**src/design/crc8_word_pkg.sv**
```systemverilog
/*
 Constants for the per-word 8-bit checksum engine.
 Assumes a single 100 MHz clock domain and byte-wide streams.
*/
// What this block does
// - Every data word followed by one checksum
// - Checksum covers only this word's two bytes
// - Command words carry no checksum byte
// - Width 8, poly 0x31, seed 0xFF, xorout 0x00
// - Byte XORed in, MSB-first, no reflection
// - Generate on transmit, check on receive
package crc8_word_pkg;
   localparam logic [7:0] CRC_POLY = 8'h31;     // Generator polynomial
   localparam logic [7:0] CRC_SEED = 8'hff;     // Start value per word
   localparam logic [7:0] CRC_XOROUT = 8'h00;   // Final mask
   localparam logic [7:0] CRC_TOP = 8'h80;      // Top bit of register
   localparam logic [1:0] BYTES_PER_WORD = 2'h2; // Data bytes per word
   localparam logic [1:0] POS_RESET = 2'h0;     // Byte position after reset
   localparam logic [7:0] BYTE_RESET = 8'h00;   // Output byte after reset

   // Position of a byte inside a data word
   typedef enum logic [1:0] {POS_MSB, POS_LSB, POS_CRC} word_pos_t;
endpackage

```
**src/design/crc8_word_engine.sv**
```systemverilog
/*
 Per-word checksum generator (transmit) and checker (receive).
 Assumes the framing logic marks command bytes and delivers data
 bytes on the same clock; byte strobes are one-cycle pulses.
*/
`timescale 1ns/1ps
`default_nettype none
module crc8_word_engine
(
   input wire logic REF_CLK,
   input wire logic RST,
   input wire logic CE,
   // Transmit side: data bytes in, bytes out with checksum inserted
   input wire logic TX_VALID,
   input wire logic TX_CMD,
   input wire logic [7:0] TX_BYTE,
   output logic TX_OUT_VALID,
   output logic [7:0] TX_OUT_BYTE,
   output logic TX_OUT_IS_CRC,
   output logic TX_READY,
   // Receive side: raw bytes in, word checked on the checksum byte
   input wire logic RX_VALID,
   input wire logic RX_CMD,
   input wire logic [7:0] RX_BYTE,
   output logic RX_WORD_VALID,
   output logic [15:0] RX_WORD,
   output logic RX_CRC_ERR
);
   // Fold one byte into the register, MSB first
   function automatic logic [7:0] crc_byte(input logic [7:0] crc,
                                           input logic [7:0] data);
      logic [7:0] c;
      c = crc ^ data;
      for (int i = 0; i < 8; i++)
      begin
         if ((c & crc8_word_pkg::CRC_TOP) != 8'h00)
            c = {c[6:0], 1'b0} ^ crc8_word_pkg::CRC_POLY;
         else
            c = {c[6:0], 1'b0};
      end
      return c;
   endfunction

   // Transmit state
   crc8_word_pkg::word_pos_t tx_pos_ff, nxt_tx_pos;
   logic [7:0] tx_crc_ff, nxt_tx_crc; // Running checksum
   logic tx_ov_ff, nxt_tx_ov;
   logic [7:0] tx_ob_ff, nxt_tx_ob;
   logic tx_oc_ff, nxt_tx_oc;
   logic tx_rdy_ff, nxt_tx_rdy;

   // Transmit next-state logic
   always_comb
   begin
      nxt_tx_pos = tx_pos_ff;
      nxt_tx_crc = tx_crc_ff;
      nxt_tx_ov = 1'b0;
      nxt_tx_ob = tx_ob_ff;
      nxt_tx_oc = 1'b0;
      nxt_tx_rdy = tx_rdy_ff;
      unique case (tx_pos_ff)
         crc8_word_pkg::POS_MSB:
         begin
            if (TX_VALID && TX_CMD)
            begin
               // Command byte passes with no checksum
               nxt_tx_ov = 1'b1;
               nxt_tx_ob = TX_BYTE;
            end
            else if (TX_VALID)
            begin
               nxt_tx_ov = 1'b1;
               nxt_tx_ob = TX_BYTE;
               // Fresh seed for every data word
               nxt_tx_crc = crc_byte(crc8_word_pkg::CRC_SEED,
                                     TX_BYTE);
               nxt_tx_pos = crc8_word_pkg::POS_LSB;
            end
         end
         crc8_word_pkg::POS_LSB:
         begin
            if (TX_VALID)
            begin
               nxt_tx_ov = 1'b1;
               nxt_tx_ob = TX_BYTE;
               nxt_tx_crc = crc_byte(tx_crc_ff, TX_BYTE);
               nxt_tx_pos = crc8_word_pkg::POS_CRC;
               nxt_tx_rdy = 1'b0; // Hold off input while checksum goes out
            end
         end
         crc8_word_pkg::POS_CRC:
         begin
            // Insert checksum right after the word
            nxt_tx_ov = 1'b1;
            nxt_tx_oc = 1'b1;
            nxt_tx_ob = tx_crc_ff ^ crc8_word_pkg::CRC_XOROUT;
            nxt_tx_pos = crc8_word_pkg::POS_MSB;
            nxt_tx_rdy = 1'b1;
         end
      endcase
   end

   // Transmit registers
   always_ff @(posedge REF_CLK or posedge RST)
   begin
      if (RST)
      begin
         tx_pos_ff <= crc8_word_pkg::POS_MSB;
         tx_crc_ff <= crc8_word_pkg::CRC_SEED;
         tx_ov_ff <= 1'b0;
         tx_ob_ff <= crc8_word_pkg::BYTE_RESET;
         tx_oc_ff <= 1'b0;
         tx_rdy_ff <= 1'b1;
      end
      else if (CE)
      begin
         tx_pos_ff <= nxt_tx_pos;
         tx_crc_ff <= nxt_tx_crc;
         tx_ov_ff <= nxt_tx_ov;
         tx_ob_ff <= nxt_tx_ob;
         tx_oc_ff <= nxt_tx_oc;
         tx_rdy_ff <= nxt_tx_rdy;
      end
   end

   assign TX_OUT_VALID = tx_ov_ff;
   assign TX_OUT_BYTE = tx_ob_ff;
   assign TX_OUT_IS_CRC = tx_oc_ff;
   assign TX_READY = tx_rdy_ff;

   // Receive state
   crc8_word_pkg::word_pos_t rx_pos_ff, nxt_rx_pos;
   logic [7:0] rx_crc_ff, nxt_rx_crc;
   logic [15:0] rx_data_ff, nxt_rx_data; // Word being assembled
   logic rx_wv_ff, nxt_rx_wv;
   logic [15:0] rx_word_ff, nxt_rx_word;
   logic rx_err_ff, nxt_rx_err;

   // Receive next-state logic
   always_comb
   begin
      nxt_rx_pos = rx_pos_ff;
      nxt_rx_crc = rx_crc_ff;
      nxt_rx_data = rx_data_ff;
      nxt_rx_wv = 1'b0;
      nxt_rx_word = rx_word_ff;
      nxt_rx_err = rx_err_ff;
      unique case (rx_pos_ff)
         crc8_word_pkg::POS_MSB:
         begin
            // Command bytes are skipped, no checksum expected
            if (RX_VALID && !RX_CMD)
            begin
               nxt_rx_data = {RX_BYTE, 8'h00};
               nxt_rx_crc = crc_byte(crc8_word_pkg::CRC_SEED, RX_BYTE);
               nxt_rx_pos = crc8_word_pkg::POS_LSB;
            end
         end
         crc8_word_pkg::POS_LSB:
         begin
            if (RX_VALID)
            begin
               nxt_rx_data = {rx_data_ff[15:8], RX_BYTE};
               nxt_rx_crc = crc_byte(rx_crc_ff, RX_BYTE);
               nxt_rx_pos = crc8_word_pkg::POS_CRC;
            end
         end
         crc8_word_pkg::POS_CRC:
         begin
            if (RX_VALID)
            begin
               // Compare received checksum with recomputed one
               nxt_rx_wv = 1'b1;
               nxt_rx_word = rx_data_ff;
               nxt_rx_err = (rx_crc_ff ^ crc8_word_pkg::CRC_XOROUT)
                            != RX_BYTE;
               nxt_rx_pos = crc8_word_pkg::POS_MSB;
            end
         end
      endcase
   end

   // Receive registers
   always_ff @(posedge REF_CLK or posedge RST)
   begin
      if (RST)
      begin
         rx_pos_ff <= crc8_word_pkg::POS_MSB;
         rx_crc_ff <= crc8_word_pkg::CRC_SEED;
         rx_data_ff <= {crc8_word_pkg::BYTE_RESET, crc8_word_pkg::BYTE_RESET};
         rx_wv_ff <= 1'b0;
         rx_word_ff <= {crc8_word_pkg::BYTE_RESET, crc8_word_pkg::BYTE_RESET};
         rx_err_ff <= 1'b0;
      end
      else if (CE)
      begin
         rx_pos_ff <= nxt_rx_pos;
         rx_crc_ff <= nxt_rx_crc;
         rx_data_ff <= nxt_rx_data;
         rx_wv_ff <= nxt_rx_wv;
         rx_word_ff <= nxt_rx_word;
         rx_err_ff <= nxt_rx_err;
      end
   end

   assign RX_WORD_VALID = rx_wv_ff;
   assign RX_WORD = rx_word_ff;
   assign RX_CRC_ERR = rx_err_ff;
endmodule
`default_nettype wire

```
**config.mk**
```make
export PLATFORM = sky130hd
export DESIGN_NAME = crc8_word_engine
export DESIGN_NICKNAME = d
export VERILOG_FILES = /design/src/design/crc8_word_pkg.sv /design/src/design/crc8_word_engine.sv
export SDC_FILE = /design/constraint.sdc
export NUM_CORES = 1
export LEC_CHECK = 0
export ABC_AREA = 1
export BUFFER_PORTS_ARGS = -buffer_cell sky130_fd_sc_hd__buf_2
export CAP_MARGIN = 20
export CORE_UTILIZATION = 50
export DETAILED_ROUTE_END_ITERATION = 8
export PLACE_DENSITY = 0.67
export SKIP_CTS_REPAIR_TIMING = 1
export SLEW_MARGIN = 20
export SYNTH_ARGS = -nofsm -noshare
export SYNTH_HDL_FRONTEND = slang
export SYNTH_SLANG_ARGS = --single-unit
```
**constraint.sdc**
```tcl
create_clock -name REF_CLK -period 2.4 [get_ports REF_CLK]
set_input_delay 0.48 -clock REF_CLK [delete_from_list [all_inputs] [get_ports REF_CLK]]
set_output_delay 0.48 -clock REF_CLK [all_outputs]
set_load 0.05 [all_outputs]
```
==> flow_summary.yaml, run 1 <==
floorplan:
  die_height_microns: 93.1
  fp.coreArea_sq_um: 7890
  io_pins: 52
  die_w_microns: 93.1
  row_count: 32
  start_util_pct: 52.6
  dieArea_sq_um: 8670
critical_path:
  crit_slowest_cell: "ha_1"
  max_stage_delay_ns: 0.46
  worst-path-max-fanout: 12
  crit_arrival_ns: 2.13
  worst_ep_required_time_ns: 2.67
  cp_num_buf_inv: 3
  cp_common_cell: "inv_1"
  start_kind: "flop"
  cp-end-kind: "flop"
  critPathKind: "flop to flop"
  critPathTopFamily: "adder cells"
  cp_cell_sequence: "inv_1, ha_1, nor2_1, inv_1, nand3_2, inv_2, o21ai_0, o22ai_1"
sta:
  clock.fmax_mhz: 537
  skew_ns: 0.00745
  period_share_pct: 77.6
  rsz0062_at_grt: "false"
  fin_setup_tns_ns: 0
  tightest_slew_ns: 0.533
  fin_crit_ns: 1.86
  report.final.slew_viol_count: 0
  hold_viol: 0
  finalSetupViolations: 0
  relSlewSlack_pct: 64.4
synth:
  netlist_area_sq_um: 4150
  ys_seq_area_share_pct: 39.7
  yosysWarnings: 0
  async_flop_share_pct: 100
  ys_seq_elements: 65
  synth-main-ff-cell: "dfrtp_1"
  synth.distinct_cells: 35
  synthCells: 560
  synth_edf_count: 0
  syn_avg_cell_area_sq_um: 7.41
  synth_nets: 591
grt:
  grt_usage_pct: 24.3
  grt_pass1_vias: 3561
  antenna_found_initial: 0
  grt_pass1_wl_microns: 16400
  overflow: 0
  grt_max_degree: 43
route:
  drt-met1-wl_microns: 4720
  wl_per_cell_microns: 13.4
  viasPerCell: 5.20
  wl_met2_microns: 4280
  top_layer_used: "met4"
  drtIter0Drc: 230
  vias: 3723
  met3WireLength_microns: 544
  dr.pass1.iters: 5
  antenna_left: 0
  drt-total-wl_microns: 9620
  drc: 0
placed_design:
  gp_congestion: 0.918
  hpwl_microns: 7060
  port-buffer-count: 51
clock_network:
  clockBufferDepth: 2
  clk_latency_ns: 0.34
  path_clk_slew_ns: 0.07
  htreeDepth: 3
  numClockSinks: 65
  cts-root-buf: "clkbuf_8"
  cts_buffers: 9
  cts_tree: "built"
finish:
  diodes: 0
  drive_gt1_share_pct: 21.7
  layout.nets: 640
  area_growth_syn_to_layout_pct: 13.8
status:
  status: "finished clean"
min_path:
  hold_class: "input pin to async pin"
job:
  max-cap-violations: 0
pwr:
  power_density_nw_per_um2: 1410
  peakVddDrop_mv: 0.788
  leakage_nw: 2.43
  power.total_mw: 6.65
## registers in the layout (all words and copies together) (netlist names)
name	count
TX_OUT_IS_CRC	1
RX_WORD	16
RX_WORD_VALID	1
rx_crc_ff	8
TX_READY	1
rx_data_ff	16
tx_pos_ff	2
TX_OUT_BYTE	8
TX_OUT_VALID	1
tx_crc_ff	8
rx_pos_ff	2
RX_CRC_ERR	1
## cell usage after synthesis (all sizes together) (9+ instances only)
cell	count	share of area [%]
inv	70	6.3
dfstp	17	11
dfrtp	48	29
xnor2	12	2.7
nor2	21	1.9
nand2	192	19
o21ai	58	7.0
buf	13	2.1
xor2	21	5.6
o211ai	9	1.6
a21oi	9	1.1
nand3	60	7.4
## through the flow
step | util [%] | setup WS, ns | hold slack (ns) | cells | instance area (sq um)
finish | 59.9 | 0.537 | 0.171 | 716 | 4720
global route | 59.9 | 0.299 | 0.225 | 716 | 4720
CTS | 59.9 | 0.541 | 0.193 | 716 | 4720
detailed placement | 56.8 | 0.518 | 0.461 | 700 | 4480
global placement | 56.8 | 0.563 | 0.460 | 700 | 4480
floorplan | - | 0.322 | 0.454 | 560 | 4150
## cell type report
cell class	instances	area (sq um)
multi-input combinational	404	2120
clock inverter	5	103
sequential	65	1650
timing repair buffer	57	313
clock buffer	11	141
fill	723	3160
inverter	72	270
tap	102	128
## report_power, final
| part | internal (mW) | switching [mW] | total [mW] | leakage (nW) |
|---|---|---|---|---|
| sequential | 1.68 | 0.297 | 1.98 | 0.793 |
| clock | 0.717 | 0.430 | 1.15 | 0.120 |
| combinational | 1.04 | 2.48 | 3.52 | 1.52 |
| total | 3.44 | 3.21 | 6.65 | 2.43 |
## per-layer routing
metal / GRT usage (%) / vias to the layer above
li1: - / 1867
met1: 34.4 / 1723
met2: 38.1 / 122
met3: 4.96 / 11
met4: 6.03 / 0
met5: 0 / -
## worst reg2reg max path, delay by kind of cell (launching register included)
kind / cells / cell delay (ns)
adders and majority gates: 1 / 0.46
buffers and inverters: 3 / 0.40
DFF: 1 / 0.38
AOI/OAI and AO/OA: 2 / 0.30
and+or+nand+nor: 2 / 0.25
## layout by cell type (no fill, tap or decap), types with 2 or more instances in the layout
| cell type | n |
|---|---|
| a21oi_1 | 9 |
| a31oi_1 | 3 |
| buf_2 | 51 |
| buf_4 | 5 |
| bufinv_16 | 3 |
| clkbuf_8 | 10 |
| clkinv_1 | 2 |
| dfrtp_1 | 48 |
| dfstp_2 | 17 |
| ha_1 | 8 |
| inv_1 | 56 |
| inv_2 | 14 |
| nand2_1 | 172 |
| nand2_2 | 19 |
| nand3_1 | 59 |
| nor2_1 | 21 |
| nor4_1 | 2 |
| o211ai_1 | 9 |
| o21ai_0 | 46 |
| o21ai_1 | 12 |
| o22ai_1 | 2 |
| xnor2_1 | 11 |
| xor2_1 | 16 |
| xor2_2 | 4 |
## kinds of logic (layout without fill, tap and decap cells)
group / after synthesis / after routing / synth area share, %
flops: 65 / 65 / 39.7
buf+inv: 91 / 145 / 9.20
fa+ha+maj: 8 / 8 / 2.41
xor+xnor: 33 / 33 / 8.32
compound gates: 84 / 84 / 11.4
simple gates: 279 / 279 / 29.0
## path summary, 6_finish.rpt
path                                     startpoint  slack (ns)  depth (start not counted)                          to
setup / recovery           tx_pos_ff[1]$_DFFE_PP0P_        0.54                          8    tx_crc_ff[3]$_DFFE_PP1P_
setup reg to reg           tx_pos_ff[1]$_DFFE_PP0P_        0.54                          8    tx_crc_ff[3]$_DFFE_PP1P_
min in group REF_CLK                       TX_VALID        0.45                          3        TX_READY$_DFFE_PP1P_
hold / removal                                  RST        0.17                          2  TX_OUT_BYTE[4]$_DFFE_PP0P_
max in group asynchronous                       RST        1.56                          3    rx_crc_ff[0]$_DFFE_PP1P_
hold reg to reg            rx_crc_ff[2]$_DFFE_PP1P_        0.48                          2    rx_crc_ff[2]$_DFFE_PP1P_
Power figures use the tool's default switching activity.
==> inputs of run 2 (changes only) <==
PLACE_DENSITY = 0.7   (was 0.67)
clock period = 1.5 ns   (was 2.4 ns; I/O delays follow)
==> run 2 against run 1 <==
Routed wire length increased by 22%. Highest routed layer unchanged. Largest cell class unchanged. The flow now finishes with violations (negative setup slack). Total power rose by 94%. Core utilization rose by 12 points.
==> flow_summary.yaml, run 2 (synthesis gave the netlist of run 1 again) <==
status:
  status: "finished with violations"
  violations: "negative setup slack"
placed_design:
  port-buffer-count: 51
  dp_slack_ns: -0.0922
  gp_congestion: 0.928
  hpwl_microns: 7520
critical_path:
  worst_ep_required_time_ns: 1.79
  crit_arrival_ns: 1.89
  critPathKind: "flop to flop"
  worst-path-max-fanout: 5
  start_kind: "flop"
  cp-end-kind: "flop"
floorplan:
  io_pins: 52
  fp.coreArea_sq_um: 7890
  dieArea_sq_um: 8670
  die_w_microns: 93.1
  start_util_pct: 52.6
  die_height_microns: 93.1
  row_count: 32
clock_network:
  clockBufferDepth: 2
  htreeDepth: 3
  cts_tree: "built"
  clk_latency_ns: 0.35
  numClockSinks: 65
  cts-root-buf: "clkbuf_8"
  path_clk_slew_ns: 0.08
  cts_buffers: 9
sta:
  report.final.slew_viol_count: 0
  finalSetupViolations: 18
  clock.fmax_mhz: 622
  setup_slack_ns: -0.107
  tightest_slew_ns: 0.456
  fin_crit_ns: 1.61
  period_share_pct: 107
  rsz0062_at_grt: "true"
  hold_viol: 0
  relSlewSlack_pct: 69.6
  skew_ns: 0.0113
route:
  dr.pass1.iters: 5
  drc: 0
  drt-total-wl_microns: 11700
  vias: 4149
  wl_per_cell_microns: 15.3
  drtIter0Drc: 282
  viasPerCell: 5.42
  antenna_left: 0
finish:
  area_growth_syn_to_layout_pct: 37.2
  final_common_cell: "nand2_1"
  diodes: 0
  fin_util_pct: 72.2
  layout.nets: 689
  final_cell_mix: "128 x nand2_1, 52 x nand3_1, 52 x buf_2"
  drive_gt1_share_pct: 43.0
grt:
  grt_max_degree: 34
  grt_usage_pct: 25.5
  grt_pass1_vias: 3655
  antenna_found_initial: 0
  grt_pass1_wl_microns: 17400
  overflow: 0
pwr:
  leakage_nw: 2.82
  peakVddDrop_mv: 1.33
  power_density_nw_per_um2: 2270
job:
  max-cap-violations: 0
min_path:
  hold_class: "input pin to flop"
==> run 2: metal layers <==
metal,GRT usage (%),part of all wire [%],up-vias
li1,-,-,1978
met1,35.6,42,1970
met2,40.9,48,174
met3,4.31,7.7,27
met4,7.31,2.0,0
met5,0,0,-
==> run 2: cell type report <==
type | count | area, sq um
Multi-Input combinational cell | 404 | 2610
Tap cell | 102 | 128
Fill cell | 587 | 2190
Sequential cell | 65 | 1650
Clock buffer | 10 | 138
Clock inverter | 6 | 90.1
Inverter | 72 | 294
Timing Repair Buffer | 106 | 787
==> run 2: metrics by stage <==
step	hold WS (ns)	cell area (sq um)	instances	total power, mW	TNS, ns
2_1_floorplan	0.431	4180	560	7.61	0
3_3_place_gp	0.331	4770	729	9.13	-0.0931
3_5_place_dp	0.335	4770	729	9.28	-0.810
4_1_cts	-0.0410	5000	745	11.0	-1.16
5_1_grt	0.261	5690	765	13.7	-2.21
6_report	0.263	5690	765	12.9	-0.692
==> run 2: critical path, cell delays in order, from the launching register on <==
cell     delay [ns]
dfstp_2        0.61
inv_2          0.06
nand2_2        0.08
nand2_4        0.08
nand2_4        0.09
nand2_2        0.07
nand2_2        0.09
nand2_4        0.07
nand2_2        0.08
nand3_2        0.08
nand3_2        0.07
nand3_2        0.08
nand2_2        0.08
==> run 2: path summary, 6_finish.rpt <==
check                                               from                        end  slack [ns]  cells past startpoint
worst min register to register    RX_WORD[1]$_DFFE_PP0P_     RX_WORD[1]$_DFFE_PP0P_        0.48                      2
worst max-delay path            tx_crc_ff[7]$_DFFE_PP1P_   tx_crc_ff[5]$_DFFE_PP1P_       -0.11                     12
min in group asynchronous                            RST  rx_data_ff[9]$_DFFE_PP0P_        0.51                      3
worst min-delay path                            TX_VALID       TX_READY$_DFFE_PP1P_        0.26                      3
max in group asynchronous                            RST       TX_READY$_DFFE_PP1P_        0.42                      4
worst max register to register  tx_crc_ff[7]$_DFFE_PP1P_   tx_crc_ff[5]$_DFFE_PP1P_       -0.11                     12
==> run 2: power breakdown <==
part | internal (mW) | total, mW | switching (mW)
combinational | 2.90 | 7.93 | 5.03
clock | 0.988 | 1.75 | 0.760
sequential | 2.70 | 3.23 | 0.534
==> inputs of run 3 (changes only) <==
==> constraint.sdc (replaced) <==
create_clock -name REF_CLK -period 1.5 [get_ports REF_CLK]
set_input_delay 0.15 -clock REF_CLK [delete_from_list [all_inputs] [get_ports REF_CLK]]
set_output_delay 0.15 -clock REF_CLK [all_outputs]
set_load 0.05 [all_outputs]
==> run 3 against run 2 <==
The flow still finishes with violations (negative setup slack). Routed wire length shrank 7.7%. Sequential share of layout area grew 2.0 points. Die area is the same. Worst hold slack lost 0.15 ns. Setup slack gained 0.050 ns. Critical path depth is the same. Maximum frequency grew 3.2%. Cell count shrank 1.6%. First-iteration DRC count shrank 12%.
==> flow_summary.yaml, run 3 (synthesis gave the netlist of run 1 again) <==
grt:
  overflow: 0
  use_met3_pct: 3.58
  grt_pass1_wl_microns: 16800
  busiest_layer: "met2"
  grt_pass1_vias: 3556
  grt_usage_pct: 24.5
  antenna_found_initial: 0
  grt_max_degree: 66
  met1_usage_pct: 36.0
  grtUsageMet2_pct: 37.4
sta:
  skew_ns: 0.0121
  tightest_slew_ns: 0.388
  report.final.slew_viol_count: 0
  hold_viol: 0
  finalSetupViolations: 5
  period_share_pct: 104
  setup_slack_ns: -0.0570
  relSlewSlack_pct: 74.1
  fin_crit_ns: 1.56
  clock.fmax_mhz: 642
  rsz0062_at_grt: "true"
pwr:
  p_comb_share_pct: 60.8
  peakVddDrop_mv: 1.14
  p_int_mw: 5.86
  seqPwrFrac_pct: 27.0
  power.total_mw: 11.8
  clkPwrFrac_pct: 12.2
  netSwitchingFraction_pct: 50.3
  leakage_nw: 2.66
  power_density_nw_per_um2: 2220
  power.net_switching_mw: 5.93
critical_path:
  max_stage_delay_ns: 0.57
  worst_ep_required_time_ns: 1.79
  rrSetupSlack_ns: -0.06
  rr_worst_depth: 12
  crit_arrival_ns: 1.84
  crit_path_start: "tx_crc_ff[3]$_DFFE_PP1P_"
  rr_endpoint: "tx_crc_ff[5]$_DFFE_PP1P_"
  cp_num_buf_inv: 1
  worst-path-max-fanout: 4
  crit_slowest_cell: "dfstp_2"
  critPathTopFamily: "simple AND/OR/NAND/NOR gates"
  cp-end-kind: "flop"
  critPathKind: "flop to flop"
  cp_cell_sequence: "inv_2, nand2_1, nand2_1, nand2_4, nand2_4, nand2_2, nand2_4, nand2_2, nand3_1, nand3_1, nand3_2, nand2_1"
  endpoint: "tx_crc_ff[5]$_DFFE_PP1P_"
  start_kind: "flop"
  critical_path_depth: 12
  regToRegStartpoint: "tx_crc_ff[3]$_DFFE_PP1P_"
placed_design:
  port-buffer-count: 51
  dp.cells: 728
  postPlaceCellArea_sq_um: 4740
  hpwl_microns: 7290
  gp_congestion: 0.868
route:
  drtIter0Drc: 248
  dr.pass1.iters: 5
  drt-total-wl_microns: 10800
  wl_per_cell_microns: 14.3
  drc: 0
  vias: 3926
  viasPerCell: 5.21
  antenna_left: 0
finish:
  instances_no_fill: 753
  final_common_cell: "nand2_1"
  final_cell_mix: "134 x nand2_1, 57 x nand3_1, 51 x buf_2"
  layout.nets: 677
  fin_area_sq_um: 5320
  drive_gt1_share_pct: 37.8
  area_growth_syn_to_layout_pct: 28.2
  nFillCells: 671
  fin_util_pct: 67.4
  diodes: 0
clock_network:
  clockBufferDepth: 2
  htreeDepth: 3
  numClockSinks: 65
  clk_latency_ns: 0.35
  path_clk_slew_ns: 0.08
  cts-root-buf: "clkbuf_8"
  cts_buffers: 9
  cts_tree: "built"
floorplan:
  row_count: 32
  die_w_microns: 93.1
  io_pins: 52
  start_util_pct: 52.6
  fp.coreArea_sq_um: 7890
  die_height_microns: 93.1
  dieArea_sq_um: 8670
min_path:
  hold_class: "input pin to flop"
status:
  violations: "negative setup slack"
  status: "finished with violations"
job:
  max-cap-violations: 0
## run 3: cell type report
type	count	area (sq um)	area share, %
Sequential cell	65	1650	31.0
Clock buffer	9	124	2.33
Inverter	72	280	5.27
Tap cell	102	128	2.40
Timing Repair Buffer	94	643	12.1
Multi-Input combinational cell	404	2430	45.8
Clock inverter	7	62.6	1.18
## run 3: worst min path at each step
stage | start | end | depth (start not counted)
floorplan | RST | RX_CRC_ERR$_DFFE_PP0P_ | 1
global placement | RST | RX_WORD[15]$_DFFE_PP0P_ | 3
detailed placement | RST | RX_WORD[15]$_DFFE_PP0P_ | 3
CTS | RST | RX_WORD[15]$_DFFE_PP0P_ | 3
global route | CE | TX_READY$_DFFE_PP1P_ | 3
finish | TX_VALID | TX_READY$_DFFE_PP1P_ | 3
## run 3: metal layers
layer | wire length [microns] | share of wire, %
met1 | 5220 | 48
met2 | 4940 | 46
met3 | 468 | 4.3
met4 | 159 | 1.5
met5 | 0 | 0
## run 3: power groups by stage
stage	registers, mW	clock network (mW)	logic, mW
6_report	3.19	1.44	7.17
5_1_grt	3.29	1.52	7.82
4_1_cts	3.13	1.45	6.20
3_5_place_dp	3.16	0	6.17
3_3_place_gp	3.14	0	6.06
2_1_floorplan	4.31	0	3.30
## run 3: through the flow
stage | setup TNS [ns] | setup WS [ns] | hold slack [ns]
floorplan | 0 | 0.00304 | 0.281
finish | -0.163 | -0.0570 | 0.108
global route | -1.54 | -0.150 | 0.109
detailed placement | -0.455 | -0.0507 | 0.282
CTS | -0.892 | -0.0821 | -0.103
global placement | -0.0732 | -0.0208 | 0.264
## run 3: worst reg2reg max path, stage by stage (launching register included)
cell     delay, ns
dfstp_2       0.57
inv_2         0.06
nand2_1       0.06
nand2_1       0.08
nand2_4       0.10
nand2_4       0.07
nand2_2       0.09
nand2_4       0.08
nand2_2       0.07
nand3_1       0.06
nand3_1       0.10
nand3_2       0.07
nand2_1       0.08
